## src/spr_defines.vh

```
// constants for the sleep and power reduction control block
`ifndef SPR_DEFINES_VH
`define SPR_DEFINES_VH

// register offsets on the plain register port
`define SPR_OFS_SLEEP       8'h00
`define SPR_OFS_MCU         8'h01
`define SPR_OFS_GATE        8'h02

// sleep mode control fields
`define SPR_SE_BIT          0
`define SPR_SM_HI           2
`define SPR_SM_LO           1

// sleep mode encodings
`define SPR_MODE_IDLE       2'b00
`define SPR_MODE_ADCNR      2'b01
`define SPR_MODE_PDOWN      2'b10
`define SPR_MODE_RSVD       2'b11

// mcu control fields
`define SPR_BROWNOUT_SLEEP_DISABLE_BIT        6
`define SPR_BROWNOUT_SLEEP_DISABLE_UNLOCK_BIT       5

// peripheral clock gate fields
`define SPR_GATE_TWI_BIT    7
`define SPR_GATE_TIM0_BIT   5
`define SPR_GATE_TIM1_BIT   3
`define SPR_GATE_SPI_BIT    2
`define SPR_GATE_ADC_BIT    0
`define SPR_GATE_RESET      5'h00

// timed sequence and wake timing counts, in clock cycles
`define SPR_UNLOCK_WIN      3'h4
`define SPR_BROWNOUT_SLEEP_DISABLE_DLY        3'h3
`define SPR_BROWNOUT_SLEEP_DISABLE_END        3'h6
`define SPR_HALT_CYC        3'h4

// sleep sequencer states
`define SPR_ST_ACTIVE       2'b00
`define SPR_ST_SLEEP        2'b01
`define SPR_ST_STARTUP      2'b10
`define SPR_ST_HALT         2'b11

`endif

```

## src/spr_ctrl_tail_unused.v

```verilog
// empty source, holds no module
`timescale 1ns/10ps
`default_nettype none
`default_nettype wire

```

## src/spr_delay_cnt.v

```verilog
// reloadable down counter used for reset stretching and wake-up delays
`timescale 1ns/10ps
`default_nettype none

module spr_delay_cnt #(
    parameter W = 16
) (
    // clock and reset
    input  wire         clk_i,
    input  wire         rst_b_i,
    // control
    input  wire         start_i,
    input  wire [W-1:0] load_i,
    // status
    output reg          busy_o,
    output reg          done_o
);

    reg [W-1:0] count;

    // start reloads at any time, done pulses once at the end
    always @(posedge clk_i)
    begin
        if (!rst_b_i)
        begin
            count  <= {W{1'b0}};
            busy_o <= 1'b0;
            done_o <= 1'b0;
        end
        else
        begin
            done_o <= 1'b0;
            if (start_i)
            begin
                count  <= load_i;
                busy_o <= 1'b1;
            end
            else if (busy_o)
            begin
                if (count <= {{(W-1){1'b0}}, 1'b1})
                begin
                    count  <= {W{1'b0}};
                    busy_o <= 1'b0;
                    done_o <= 1'b1;
                end
                else
                begin
                    count <= count - {{(W-1){1'b0}}, 1'b1};
                end
            end
        end
    end

endmodule

`default_nettype wire

```

## src/spr_ctrl.v

```verilog
// sleep, brown-out sleep disable, peripheral clock gating and reset stretch control
`timescale 1ns/10ps
`default_nettype none
`include "spr_defines.vh"

module spr_ctrl #(
    parameter        NPIN           = 8,
    parameter        CW             = 16,
    parameter [15:0] TOUT_CYCLES    = 16'h4000,
    parameter [15:0] STARTUP_CYCLES = 16'h0010
) (
    // clock and reset
    input  wire            clk_i,
    input  wire            rst_b_i,
    // register port
    input  wire [7:0]      addr_i,
    input  wire [7:0]      wdata_i,
    input  wire            wr_i,
    input  wire            rd_i,
    output reg  [7:0]      rd_data_o,
    // cpu handshake
    input  wire            sleep_instr_i,
    input  wire            wake_i,
    output reg             cpu_clk_en_o,
    output reg             cpu_reset_o,
    // fuses and watchdog
    input  wire            bod_fuse_i,
    input  wire            debug_enable_fuse_i,
    input  wire [1:0]      startup_time_fuses_i,
    input  wire [1:0]      clock_select_fuses_i,
    input  wire            wdt_enable_i,
    // reset sources, combined, from pins
    input  wire            rst_src_b_i,
    output wire            pin_reset_o,
    // pin input buffers
    input  wire [NPIN-1:0] wake_keep_i,
    output reg  [NPIN-1:0] inbuf_en_o,
    // clock domains and analog enables
    output reg             io_clk_en_o,
    output reg             adc_clk_en_o,
    output reg             main_osc_en_o,
    output reg             wdt_clk_en_o,
    output reg             bod_en_o,
    output reg             comparator_en_o,
    // peripheral clocks and access: 4 two-wire, 3 timer0, 2 timer1, 1 serial, 0 converter
    output reg  [4:0]      periph_clk_en_o,
    output reg  [4:0]      periph_access_en_o
);

    // register state
    reg        sleep_en;
    reg [1:0]  sleep_mode;
    reg [4:0]  gate;
    reg [2:0]  unlock_win;
    reg [2:0]  brownout_sleep_disable_age;
    reg        brownout_sleep_disable;
    reg        bod_off_sleep;
    reg [1:0]  state;
    reg [2:0]  halt_cnt;
    reg        int_rst;
    reg        src_meta;
    reg        src_sync;

    // combinational next values
    reg        next_io_run;
    reg        next_adc_run;
    reg        next_deep;
    reg [4:0]  next_clk;
    reg [7:0]  next_rd;

    wire       src_active;
    wire       regs_clr;
    wire       brownout_sleep_disable_active;
    wire       sleep_go;
    wire       stretch_busy;
    wire       stretch_done;
    wire       stretch_start;
    wire       wake_busy;
    wire       wake_done;
    wire       wake_start;
    wire [2:0] tout_shift;
    wire [CW-1:0] tout_cycles;
    wire [CW-1:0] wake_load;
    wire       sleeping;

    // register address decode, used by writes and reads
    function sel;
        input [7:0] a;
        input [7:0] ofs;
        begin
            sel = (a == ofs);
        end
    endfunction

    // reset source line synchroniser
    always @(posedge clk_i)
    begin
        if (!rst_b_i)
        begin
            src_meta <= 1'b0;
            src_sync <= 1'b0;
        end
        else
        begin
            src_meta <= rst_src_b_i;
            src_sync <= src_meta;
        end
    end

    assign src_active = ~src_sync;

    // pins drop to reset state without waiting for a clock edge
    assign pin_reset_o = ~rst_src_b_i | int_rst;

    // time-out chosen by fuses
    assign tout_shift    = {1'b0, startup_time_fuses_i} + {1'b0, clock_select_fuses_i};
    assign tout_cycles   = TOUT_CYCLES[CW-1:0] >> tout_shift;
    assign stretch_start = src_active | (int_rst & ~stretch_busy & ~stretch_done);

    spr_delay_cnt #(
        .W       (CW)
    ) u_stretch (
        .clk_i   (clk_i),
        .rst_b_i (rst_b_i),
        .start_i (stretch_start),
        .load_i  (tout_cycles),
        .busy_o  (stretch_busy),
        .done_o  (stretch_done)
    );

    // internal reset held while sources active and until the count expires
    always @(posedge clk_i)
    begin
        if (!rst_b_i)
            int_rst <= 1'b1;
        else if (src_active)
            int_rst <= 1'b1;
        else if (stretch_done)
            int_rst <= 1'b0;
    end

    assign regs_clr = ~rst_b_i | int_rst;

    // sleep entry only with enable set and a real mode selected
    assign sleep_go = sleep_instr_i & sleep_en & (state == `SPR_ST_ACTIVE)
                    & (sleep_mode != `SPR_MODE_RSVD);

    // active for ages three to five, the clearing cycle itself no longer counts
    assign brownout_sleep_disable_active = brownout_sleep_disable & (brownout_sleep_disable_age >= `SPR_BROWNOUT_SLEEP_DISABLE_DLY)
                       & (brownout_sleep_disable_age != `SPR_BROWNOUT_SLEEP_DISABLE_END);

    // register writes and the timed brown-out disable sequence
    always @(posedge clk_i)
    begin
        if (regs_clr)
        begin
            sleep_en   <= 1'b0;
            sleep_mode <= `SPR_MODE_IDLE;
            gate       <= `SPR_GATE_RESET;
            unlock_win <= 3'h0;
            brownout_sleep_disable_age   <= 3'h0;
            brownout_sleep_disable       <= 1'b0;
        end
        else
        begin
            if (unlock_win != 3'h0)
                unlock_win <= unlock_win - 3'h1;
            // self clearing after the active period
            if (brownout_sleep_disable)
            begin
                if (brownout_sleep_disable_age == `SPR_BROWNOUT_SLEEP_DISABLE_END)
                begin
                    brownout_sleep_disable     <= 1'b0;
                    brownout_sleep_disable_age <= 3'h0;
                end
                else
                    brownout_sleep_disable_age <= brownout_sleep_disable_age + 3'h1;
            end
            if (wr_i && sel(addr_i, `SPR_OFS_SLEEP))
            begin
                sleep_en   <= wdata_i[`SPR_SE_BIT];
                sleep_mode <= wdata_i[`SPR_SM_HI:`SPR_SM_LO];
            end
            if (wr_i && sel(addr_i, `SPR_OFS_MCU))
            begin
                if (wdata_i[`SPR_BROWNOUT_SLEEP_DISABLE_BIT] && wdata_i[`SPR_BROWNOUT_SLEEP_DISABLE_UNLOCK_BIT])
                    unlock_win <= `SPR_UNLOCK_WIN;
                else
                begin
                    unlock_win <= 3'h0;
                    if (wdata_i[`SPR_BROWNOUT_SLEEP_DISABLE_BIT] && (unlock_win != 3'h0))
                    begin
                        brownout_sleep_disable     <= 1'b1;
                        brownout_sleep_disable_age <= 3'h1;
                    end
                end
            end
            if (wr_i && sel(addr_i, `SPR_OFS_GATE))
            begin
                gate[4] <= wdata_i[`SPR_GATE_TWI_BIT];
                gate[3] <= wdata_i[`SPR_GATE_TIM0_BIT];
                gate[2] <= wdata_i[`SPR_GATE_TIM1_BIT];
                gate[1] <= wdata_i[`SPR_GATE_SPI_BIT];
                gate[0] <= wdata_i[`SPR_GATE_ADC_BIT];
            end
        end
    end

    // wake delay: reset time-out after detector-off sleep, else mode start-up
    assign wake_load  = bod_off_sleep ? tout_cycles :
                        (sleep_mode == `SPR_MODE_PDOWN) ? STARTUP_CYCLES[CW-1:0] :
                        {{(CW-1){1'b0}}, 1'b1};
    assign wake_start = (state == `SPR_ST_SLEEP) & wake_i;

    spr_delay_cnt #(
        .W       (CW)
    ) u_wake (
        .clk_i   (clk_i),
        .rst_b_i (rst_b_i),
        .start_i (wake_start),
        .load_i  (wake_load),
        .busy_o  (wake_busy),
        .done_o  (wake_done)
    );

    // sleep sequencer
    always @(posedge clk_i)
    begin
        if (regs_clr)
        begin
            state         <= `SPR_ST_ACTIVE;
            halt_cnt      <= 3'h0;
            bod_off_sleep <= 1'b0;
        end
        else
        begin
            case (state)
                `SPR_ST_ACTIVE:
                begin
                    if (sleep_go)
                    begin
                        state         <= `SPR_ST_SLEEP;
                        bod_off_sleep <= brownout_sleep_disable_active;
                    end
                end
                `SPR_ST_SLEEP:
                begin
                    if (wake_i)
                        state <= `SPR_ST_STARTUP;
                end
                `SPR_ST_STARTUP:
                begin
                    if (wake_done)
                    begin
                        state    <= `SPR_ST_HALT;
                        halt_cnt <= `SPR_HALT_CYC;
                    end
                end
                `SPR_ST_HALT:
                begin
                    if (halt_cnt <= 3'h1)
                    begin
                        state         <= `SPR_ST_ACTIVE;
                        halt_cnt      <= 3'h0;
                        bod_off_sleep <= 1'b0;
                    end
                    else
                        halt_cnt <= halt_cnt - 3'h1;
                end
                default:
                    state <= `SPR_ST_ACTIVE;
            endcase
        end
    end

    assign sleeping = (state == `SPR_ST_SLEEP) | (state == `SPR_ST_STARTUP);

    // clock domain and gate decode
    integer i;
    always @*
    begin
        next_io_run  = ~sleeping | (sleep_mode == `SPR_MODE_IDLE);
        next_adc_run = ~sleeping | (sleep_mode != `SPR_MODE_PDOWN);
        next_deep    = sleeping & (sleep_mode == `SPR_MODE_PDOWN);
        for (i = 0; i < 5; i = i + 1)
        begin
            // converter on its own domain, the rest on the io domain
            if (i == 0)
                next_clk[i] = next_adc_run & ~gate[i];
            else
                next_clk[i] = next_io_run & ~gate[i];
        end
    end

    // read mux, unused bits held at zero
    always @*
    begin
        next_rd = 8'h00;
        if (sel(addr_i, `SPR_OFS_SLEEP))
        begin
            next_rd[`SPR_SE_BIT]            = sleep_en;
            next_rd[`SPR_SM_HI:`SPR_SM_LO]  = sleep_mode;
        end
        else if (sel(addr_i, `SPR_OFS_MCU))
        begin
            next_rd[`SPR_BROWNOUT_SLEEP_DISABLE_BIT]  = brownout_sleep_disable;
            next_rd[`SPR_BROWNOUT_SLEEP_DISABLE_UNLOCK_BIT] = (unlock_win != 3'h0);
        end
        else if (sel(addr_i, `SPR_OFS_GATE))
        begin
            next_rd[`SPR_GATE_TWI_BIT]  = gate[4];
            next_rd[`SPR_GATE_TIM0_BIT] = gate[3];
            next_rd[`SPR_GATE_TIM1_BIT] = gate[2];
            next_rd[`SPR_GATE_SPI_BIT]  = gate[1];
            next_rd[`SPR_GATE_ADC_BIT]  = gate[0];
        end
    end

    // registered outputs
    always @(posedge clk_i)
    begin
        if (!rst_b_i)
        begin
            rd_data_o          <= 8'h00;
            cpu_clk_en_o       <= 1'b0;
            cpu_reset_o        <= 1'b1;
            inbuf_en_o         <= {NPIN{1'b0}};
            io_clk_en_o        <= 1'b0;
            adc_clk_en_o       <= 1'b0;
            main_osc_en_o      <= 1'b1;
            wdt_clk_en_o       <= 1'b0;
            bod_en_o           <= 1'b0;
            comparator_en_o    <= 1'b0;
            periph_clk_en_o    <= 5'h00;
            periph_access_en_o <= 5'h00;
        end
        else
        begin
            rd_data_o          <= (rd_i && !int_rst) ? next_rd : 8'h00;
            cpu_reset_o        <= int_rst;
            cpu_clk_en_o       <= (state == `SPR_ST_ACTIVE) & ~int_rst;
            inbuf_en_o         <= {NPIN{~next_deep}} | wake_keep_i;
            io_clk_en_o        <= next_io_run;
            adc_clk_en_o       <= next_adc_run;
            main_osc_en_o      <= ~next_deep | debug_enable_fuse_i;
            wdt_clk_en_o       <= wdt_enable_i;
            bod_en_o           <= bod_fuse_i
                                & ~((state == `SPR_ST_SLEEP) & bod_off_sleep);
            comparator_en_o    <= ~gate[0];
            periph_clk_en_o    <= next_clk;
            periph_access_en_o <= ~gate;
        end
    end

endmodule

`default_nettype wire

```

## config.mk

```make
export PLATFORM = sky130hd
export DESIGN_NAME = spr_ctrl
export DESIGN_NICKNAME = d
export VERILOG_FILES = /design/src/spr_ctrl_tail_unused.v /design/src/spr_delay_cnt.v /design/src/spr_ctrl.v
export VERILOG_INCLUDE_DIRS = /design/src
export SDC_FILE = /design/constraint.sdc
export NUM_CORES = 1
export LEC_CHECK = 0
export BUFFER_PORTS_ARGS = -buffer_cell sky130_fd_sc_hd__buf_2
export CAP_MARGIN = 20
export CORE_MARGIN = 5
export CORE_UTILIZATION = 60
export DETAILED_ROUTE_END_ITERATION = 10
export PLACE_DENSITY = 0.9
export SYNTH_ARGS = -nofsm -noshare
export SYNTH_HDL_FRONTEND = slang
export SYNTH_SLANG_ARGS = --single-unit
```

## constraint.sdc

```tcl
create_clock -name clk_i -period 5.4 [get_ports clk_i]
set_clock_uncertainty 0.1 [all_clocks]
set_input_delay 0.54 -clock clk_i [delete_from_list [all_inputs] [get_ports clk_i]]
set_output_delay 0.54 -clock clk_i [all_outputs]
set_load 0.02 [all_outputs]
```

==> metrics.txt, run 1 <==
Synth Cell Area 4240 µm²; Longest Clk Path Bufs 2; Synth Flop Type dfxtp_1; dpl hpwl 7.15 mm; Post-synth EDFFs 0; P_leak 2.08 nW; TritonCTS clock tree yes; H-tree Lvls 3; clock power share between 30% and 40%; WL/cell ~15 µm; CTS buffer count 9; # hold bufs at CTS 0; worst-margin pin slew 0.795 ns; Seq/Total Area, Yosys 43.4%; PwrDens 290 nW/µm²; pre-CTS setup slack 2.80 ns; largest area contributor in the netlist dfxtp_1; initial antenna violation count 0; drt first pass iters 5; post-route ant nets 0; Yosys warning count 0; Hold Vio Cnt, Final 0; Post-Synth XOR/XNOR Area 2.06%; final hold slack about 0.26 ns; initial DRC count 201; syn avg cell area 8.64 µm²; R2R Setup Slk 2.89 ns; Startpoint Class flop; setup ws final approximately 2.9 ns; die area ~9000 µm²; Power Internal 1.02 mW; Placeable Area roughly 6800 µm²; max-cap viol count 0; Reg clk slew, reported paths approximately 0.10 ns; clk_lat worst skew between 0.3 and 0.4 ns; Synth cell types 61; Post-Synthesis Cells between 400 and 500; endpoints failing setup 0; first-pass GRT wire length between 15 and 20 mm; Nets about 600; routed vias 3832; # port buffers 70; total wire length ~10 mm; Area contributors post-synth dfxtp_1, nand2_1, nor2_1, ha_1, a21oi_1; drt drc 0; # diodes 0; status completed; worst relative slew slack 46.5%; Flop pwr share 51.0%; Fmax achieved 398 MHz; Psw 389 µW; Synth Area in Simple Gates 26.6%; post-CTS setup buffers 0; largest net degree at the start of global routing 49; most common library cells after synthesis dfxtp_1, nand2_1, nor2_1, a21oi_1, o21ai_0; fin crit share a little under half; Sw Ratio around 28%; DR vias/cell about 5.9; DIE HEIGHT 94.1 µm; PostCTS Resize Cnt 0; combinational share of power between 10% and 20%; ys async rst share 0%; Hold Crit Class in -> reg; Starting Density 62.1%; Synth Area in Compound Gates 16.1%; maximum VDD drop 187 µV; CTS Sinks 92; WP data required between 5 and 6 ns; share of cells above drive strength 1 18.1%; CP Capture Type flop; adder-cell area share of the yosys netlist roughly 4.6%; post-synthesis mux area share roughly 3.4%; row count 30; Max Slew Vio Count 0; Design Power ~1.4 mW; Ports 73; Worst Path Arrival between 2 and 3 ns; P&R area growth vs syn 14.5%; GRT Util Overall between 20% and 30%; Crit Path Max Fanout 9; die width ~94 µm; crit path kind reg -> reg; largest family of logic cells by synthesized area simple AND/OR/NAND/NOR gates; most frequent cell after synthesis dfxtp_1; GRT Residual Overflow 0; final core occ between 70% and 80%; final worst path period need 2.51 ns; Syn Nets 544; vias in the first global route 3551; post-synth top area share 43.4%; RSZ-0062 raised after global routing no; clk root buf clkbuf_8; TNS Setup 0 ns; routability cong. 0.897; Yosys reg bits about 90
-- worst max-delay path, stage by stage (launching register included) --
cell and delay (ns):
dfxtp_1 0.36, inv_1 0.07, ha_1 0.33, nor2_1 0.10, nor4b_1 0.54, a31oi_1 0.36
buf_4 0.30, a32oi_1 0.20, nand2_1 0.06
-- layer usage --
layer	track usage (%)	share of wire [%]
met3	3.69	6.3
met4	8.78	2.2
met5	0	0
met1	27.7	42
met2	40.2	49
-- sequential cells by signal, indices dropped and copies added (netlist names), 2 cells and up --
| register | cells |
|---|---|
| u_stretch.count | 16 |
| u_wake.count | 16 |
| inbuf_en_o | 8 |
| rd_data_o | 7 |
| gate | 5 |
| periph_access_en_o | 5 |
| periph_clk_en_o | 5 |
| brownout_sleep_disable_age | 3 |
| halt_cnt | 3 |
| unlock_win | 3 |
| sleep_mode | 2 |
| state | 2 |
-- cells by family (layout without fill, tap and decap cells) --
logic type / count (synthesis) / count (layout)
adders and majority gates: 15 / 15
and+or+nand+nor: 217 / 217
muxes: 14 / 14
AOI/OAI and AO/OA: 102 / 102
other: 1 / 1
DFF: 92 / 92
buffers and inverters: 40 / 107
xor gates and xnor gates: 10 / 10
-- cells in the final DEF, fill, tap and decap left out, types with 8 or more instances in the layout --
cell type and instances:
clkbuf_8 10, inv_1 18, a31oi_1 11, nand2b_1 8
buf_2 70, a21oi_1 26, mux2i_1 12, nor4_1 8
nor3_1 14, nand3_1 15, nor2b_1 13, o21ai_0 22
nor2_1 53, ha_1 14, dfxtp_1 92, and2_1 13
nand2_1 56
-- path summary, 6_finish.rpt --
path | startpoint | end | cells past startpoint
hold / removal | wake_keep_i[3] | inbuf_en_o[3] | 3
hold reg to reg | src_meta | src_sync | 1
setup / recovery | u_stretch.count[0] | u_stretch.count[10] | 8
setup reg to reg | u_stretch.count[0] | u_stretch.count[10] | 8
-- area by class of cell --
cell class                      instances  area (µm²)
Clock buffer                           10         138
Clock inverter                          6        78.8
Fill cell                             528        1980
Inverter                               19        71.3
Multi-Input combinational cell        359        2240
Sequential cell                        92        1840
Tap cell                               96         120
Timing Repair Buffer                   72         365
-- power by group through the flow --
stage	clock network, mW	logic, mW	registers, mW
6_report	0.494	0.197	0.719
5_1_grt	0.530	0.218	0.723
4_1_cts	0.495	0.197	0.719
3_5_place_dp	0	0.196	0.735
3_3_place_gp	0	0.188	0.733
2_1_floorplan	0	0.133	0.744
-- metrics by stage --
step	cell area [µm²]	instances
6_report	4860	654
5_1_grt	4860	654
4_1_cts	4860	654
3_5_place_dp	4640	638
3_3_place_gp	4630	637
2_1_floorplan	4240	491
Power figures use the tool's default switching activity.
==> inputs of run 2 (changes only) <==
CORE_UTILIZATION = 56   (was 60)
PLACE_DENSITY = 0.85   (was 0.9)
clock period = 2.4 ns   (was 5.4 ns; I/O delays follow)
==> metrics.txt, run 2 (synthesized netlist as in run 1, its figures left out) <==
GRT Util Overall 21.5% (-1.3 points); GRT Residual Overflow 0 (unchanged); P&R area growth vs syn 18.0%; max-cap viol count 0 (unchanged); DR vias/cell 5.73 (-2.2%); Crit Path Max Fanout 8 (-1); fin crit share 92.5% (+46 points); Reg clk slew, reported paths 0.10 ns (about the same); Seq. cell area 1840 µm² (unchanged); maximum VDD drop 407 µV (+120%); CTS Sinks 92 (unchanged); Sw Ratio 28.0% (+0.43 points); H-tree Lvls 3 (unchanged); final core occ 68.3% (-2.8 points); drt drc 0 (unchanged); worst relative slew slack 57.5% (+11 points); Starting Density 57.9% (-4.2 points); RSZ-0062 raised after global routing no; share of cells above drive strength 1 18.8% (+0.68 points); Flop pwr share 51.2% (+0.2 points); area of the multi-input gates 2250 µm² (+0.28%); Longest Clk Path Bufs 2 (unchanged); most frequent cells in the layout dfxtp_1, buf_2, nand2_1, nor2_1, a21oi_1; final instance area 5010 µm² (+3.1%); DIE HEIGHT 97.0 µm (+3.1%); drt first pass iters 5 (unchanged); Filler cells 617 (+17%); CTS buffer count 9 (unchanged); TNS Setup 0 ns (unchanged); vias in the first global route 3872 (+9.0%); clk_lat worst skew 0.37 ns (about the same); Crit-path slowest cell or4_4; Startpoint Class flop; Fmax achieved 451 MHz (+13%); # port buffers 70 (unchanged); PwrDens 632 nW/µm² (+120%); die area 9420 µm² (+6.4%); Psw 887 µW (+130%); dpl hpwl 7.07 mm (-1.1%); Ports 73 (unchanged); status completed; largest net degree at the start of global routing 23 (-53%); Hold Crit Class in -> reg; routed vias 3864 (+0.84%); initial antenna violation count 0 (unchanged); Nets 624 (+3.0%); initial DRC count 225 (+12%); WP data required 2.56 ns (-3.01 ns); first-pass GRT wire length 17.2 mm (+5.8%); Max Slew Vio Count 0 (unchanged); commonest non-fill, non-tap cell in the layout dfxtp_1; clock power share 33.5% (-1.5 points); total wire length 10.2 mm (+4.0%); P_leak 2.15 nW (+3.0%); final worst path period need 2.22 ns (-0.292 ns); Placeable Area 7330 µm² (+7.3%); die width 97.0 µm (+3.1%); worst-margin pin slew 0.636 ns (-0.159 ns); TritonCTS clock tree yes; final hold slack 0.00711 ns (-0.256 ns); Hold Vio Cnt, Final 0 (unchanged); post-CTS setup buffers 0 (unchanged); combinational share of power 15.4% (+1.4 points); Worst Path Arrival 2.38 ns (-0.30 ns); routability cong. 0.892 (-0.60%); CP cell instances or4_4 -> nor3b_4 -> nand3_2 -> a32o_1 -> o21a_1; CP Capture Type flop; row count 31 (+3.3%); clk root buf clkbuf_8; WL/cell 15.1 µm (+0.90%); endpoints failing setup 0 (unchanged); Power Internal 2.28 mW (+120%); top flop regs u_stretch.count: 16 flops, u_wake.count: 16 flops, inbuf_en_o: 8 flops; largest stage delay on the critical path 0.62 ns (+0.08 ns); crit path kind reg -> reg; post-route ant nets 0 (unchanged); dpl cell area 4700 µm² (+1.2%); # diodes 0 (unchanged)
[run 2: final cells by class]
type	instances	area share (%)
clock buffer	9	2.47
clock inverter	6	1.42
inverter	19	1.42
multi-input combinational	359	44.9
sequential	92	36.8
tap	99	2.47
timing repair buffer	90	10.5
[run 2: power groups by stage]
stage	Sequential [mW]	Combinational (mW)	Clock (mW)
after floorplan	1.67	0.300	0
after global placement	1.65	0.438	0
after detailed placement	1.65	0.457	0
after CTS	1.62	0.474	1.06
after global routing	1.63	0.539	1.14
final	1.62	0.486	1.06
[run 2: layer usage]
layer | vias up | part of all wire, % | track usage, %
met5 | - | 0 | 0
met4 | 0 | 2.1 | 8.53
met3 | 23 | 6.5 | 6.12
met2 | 158 | 49 | 37.0
met1 | 1788 | 43 | 25.2
li1 | 1895 | - | -
[run 2: what timing repair did]
| action | in CTS | in global routing |
|---|---|---|
| endpoints found under the hold margin | 10 | 1 |
| setup endpoints to repair | 0 | 1 |
| hold buffers | 10 | 1 |
| resized for setup | 0 | 1 |
[run 2: through the flow]
step	std cells	power, mW	setup slack (ns)
CTS	673	3.15	0.159
detailed placement	648	2.11	0.234
global placement	648	2.09	0.249
global route	674	3.30	0.0868
floorplan	491	1.97	0.307
finish	674	3.16	0.181
[run 2: final timing paths]
kind,startpoint,end,slack [ns],cells after the start
max,u_wake.count[2],u_wake.count[12],0.18,5
min,wdata_i[7],gate[4],0.007,3
min reg2reg,src_meta,src_sync,0.34,1
max reg2reg,u_wake.count[2],u_wake.count[12],0.18,5
[run 2: worst max-delay path, delay by kind of cell, from the launching register on]
family | cells | cell delay (ns)
compound gates | 2 | 0.47
flops | 1 | 0.38
simple gates | 3 | 1.18
==> inputs of run 3 (changes only) <==
ABC_AREA = 1   (was unset)
CORE_UTILIZATION = 57   (was 56)
==> metrics.txt, run 3 <==
Reg clk slew, reported paths 0.09 ns (about the same); post-synthesis mux area share 0% (-3.4 points); first-pass GRT wire length 17.2 mm (unchanged); Inst Count DP 813 (+25%); CP bufs+invs 1 (+1); PwrDens 567 nW/µm² (-10%); Startpoint Class flop; Crit-path slowest cell o21ai_0; final hold slack 0.0645 ns (+0.0574 ns); Post-Synthesis Cells 650 (+32%); routability cong. 0.883 (-1.0%); Filler cells 638 (+3.4%); combinational share of power 12.6% (-2.8 points); vias in the first global route 4074 (+5.2%); Flop pwr share 52.7% (+1.5 points); DR vias/cell 5.05 (-12%); max-cap viol count 0 (unchanged); Synth Area in Simple Gates 32.3% (+5.7 points); Psw 884 µW (-0.30%); H-tree Lvls 3 (unchanged); non-filler cells, final 841 (+25%); dpl hpwl 7.63 mm (+7.9%); # diodes 0 (unchanged); Crit Path Max Fanout 6 (-2); Starting Density 58.5% (+0.64 points); final worst path period need 1.83 ns (-0.390 ns); largest stage delay on the critical path 0.54 ns (-0.08 ns); clock power share 34.8% (+1.3 points); WL/cell 12.3 µm (-18%); endpoints failing setup 0 (unchanged); adder-cell area share of the yosys netlist 4.29% (-0.31 points); Nets 787 (+26%); PostCTS Resize Cnt 0 (unchanged); # port buffers 70 (unchanged); total wire length 10.4 mm (+2.0%); Seq/Total Area, Yosys 40.5% (-2.9 points); worst relative slew slack 56.6% (-0.93 points); post-synth top area share 40.5% (-2.9 points); Synth Flop Type dfxtp_1; top flop regs u_stretch.count: 16 flops, u_wake.count: 16 flops, inbuf_en_o: 8 flops; Hold Vio Cnt, Final 0 (unchanged); TNS Setup 0 ns (unchanged); share of cells above drive strength 1 17.7% (-1.1 points); CP dominant cell by count o21ai_0; Seq. cell area 1840 µm² (unchanged); Hold Crit Class in -> reg; Ports 73 (unchanged); drt drc 0 (unchanged); DIE HEIGHT 99.3 µm (+2.3%); Post-synth EDFFs 0 (unchanged); Synth Cell Area 4550 µm² (+7.1%); Yosys reg bits 92 (unchanged); largest area contributor in the netlist dfxtp_1; commonest non-fill, non-tap cell in the layout nand2_1; P&R area growth vs syn 16.5%; WP data required 2.59 ns (+0.03 ns); Worst Path Arrival 2.02 ns (-0.36 ns); Fmax achieved 547 MHz (+21%); initial DRC count 220 (-2.2%); fin crit share 76.2% (-16 points); largest net degree at the start of global routing 32 (+39%); Yosys warning count 0 (unchanged); CTS buffer count 9 (unchanged); syn avg cell area 6.99 µm² (-19%); Longest Clk Path Bufs 2 (unchanged); P_leak 2.43 nW (+13%); ys async rst share 0% (unchanged); most common library cells after synthesis nand2_1, nor2_1, dfxtp_1, inv_1, a21oi_1; crit-path leading delay family compound AO/OA/AOI/OAI gates; routed vias 4245 (+9.9%); most frequent cells in the layout nand2_1, nor2_1, dfxtp_1, inv_1, buf_2; Sw Ratio 29.4% (+1.4 points); clk_lat worst skew 0.36 ns (about the same); Synth Area in Compound Gates 11.9% (-4.2 points); row count 32 (+3.2%); status completed; die area 9860 µm² (+4.7%); Synth cell types 37 (-39%); Area contributors post-synth dfxtp_1, nand2_1, nor2_1, inv_1, a21oi_1; Power Internal 2.12 mW (-6.9%); Post-Synth XOR/XNOR Area 2.31% (+0.25 points); GRT Residual Overflow 0 (unchanged); CTS Sinks 92 (unchanged); area of the multi-input gates 2310 µm² (+2.9%); clk root buf clkbuf_8; initial antenna violation count 0 (unchanged); TritonCTS clock tree yes; crit path kind reg -> reg; post-route ant nets 0 (unchanged); CP cell instances inv_1 -> ha_1 -> o21ai_0 -> o21ai_0 -> a21oi_1; Syn Nets 703 (+29%); Placeable Area 7770 µm² (+6.0%); maximum VDD drop 275 µV (-32%); most frequent cell after synthesis nand2_1; CP Capture Type flop; largest family of logic cells by synthesized area simple AND/OR/NAND/NOR gates; die width 99.3 µm (+2.3%); worst-margin pin slew 0.644 ns (+0.00788 ns); Max Slew Vio Count 0 (unchanged); drt first pass iters 6 (+1); GRT Util Overall 21.0% (-0.52 points); RSZ-0062 raised after global routing no
-- run 3: cell types whose count changed after synthesis, sizes merged, moves of 9 or more --
cell,previous run,this run
a21oi,26,50
a31oi,11,2
and2,14,0
clkbuf,16,6
inv,18,81
mux2i,12,0
nand2,56,170
nand3,16,39
nor2,54,116
nor2b,13,0
-- run 3: layer usage --
metal	vias to the layer above	GRT usage [%]	wire length, µm
met5	-	0	0
met4	0	6.51	93
met3	9	4.77	413
met2	100	39.3	5300
met1	1914	23.5	4550
li1	2222	-	-
-- run 3: power by group through the flow --
stage	Sequential, mW	Clock, mW	Combinational [mW]
3_3_place_gp	1.62	0	0.343
3_5_place_dp	1.62	0	0.356
2_1_floorplan	1.64	0	0.232
6_report	1.58	1.04	0.377
4_1_cts	1.58	1.07	0.375
5_1_grt	1.59	1.13	0.422
-- run 3: cells by family after synthesis --
logic type | Yosys count
AO/OA/AOI/OAI | 94
XOR/XNOR | 12
adder cells (fa/ha/maj) | 15
buffers and inverters | 95
flip-flops | 92
other | 1
AND/OR/NAND/NOR | 341
-- run 3: worst register-to-register path, cell delays in order (launching register included) --
cell,delay (ns)
dfxtp_1,0.39
inv_1,0.10
ha_1,0.24
o21ai_0,0.54
o21ai_0,0.20
a21oi_1,0.18
-- run 3: through the flow --
stage / setup WS, ns / util, % / instance area (µm²) / power [mW]
floorplan: 0.788 / - / 4550 / 1.87
global placement: 0.574 / 64.0 / 4970 / 1.96
detailed placement: 0.523 / 64.0 / 4970 / 1.97
CTS: 0.588 / 68.2 / 5300 / 3.02
global route: 0.396 / 68.2 / 5300 / 3.14
finish: 0.571 / 68.2 / 5300 / 3.00
-- run 3: path summary, 6_finish.rpt --
kind            endpoint  depth (start not counted)  slack (ns)       start
max          halt_cnt[2]                          5        0.57    state[0]
min              gate[1]                          3        0.06  wdata_i[2]
max reg2reg  halt_cnt[2]                          5        0.57    state[0]
min reg2reg     src_sync                          2        0.33    src_meta
-- run 3: layout make-up --
cell class                 count  share of cell area [%]
multi-input combinational    463                    43.6
sequential                    92                    34.8
timing repair buffer          86                    9.45
inverter                      82                    5.86
tap                          102                    2.41
clock buffer                   9                    2.34
clock inverter                 7                    1.54
-- run 3: repair_timing --
item	4_1_cts	5_1_grt
setup buffers	0	0
endpoints found under the hold margin	12	0
hold buffers	12	0
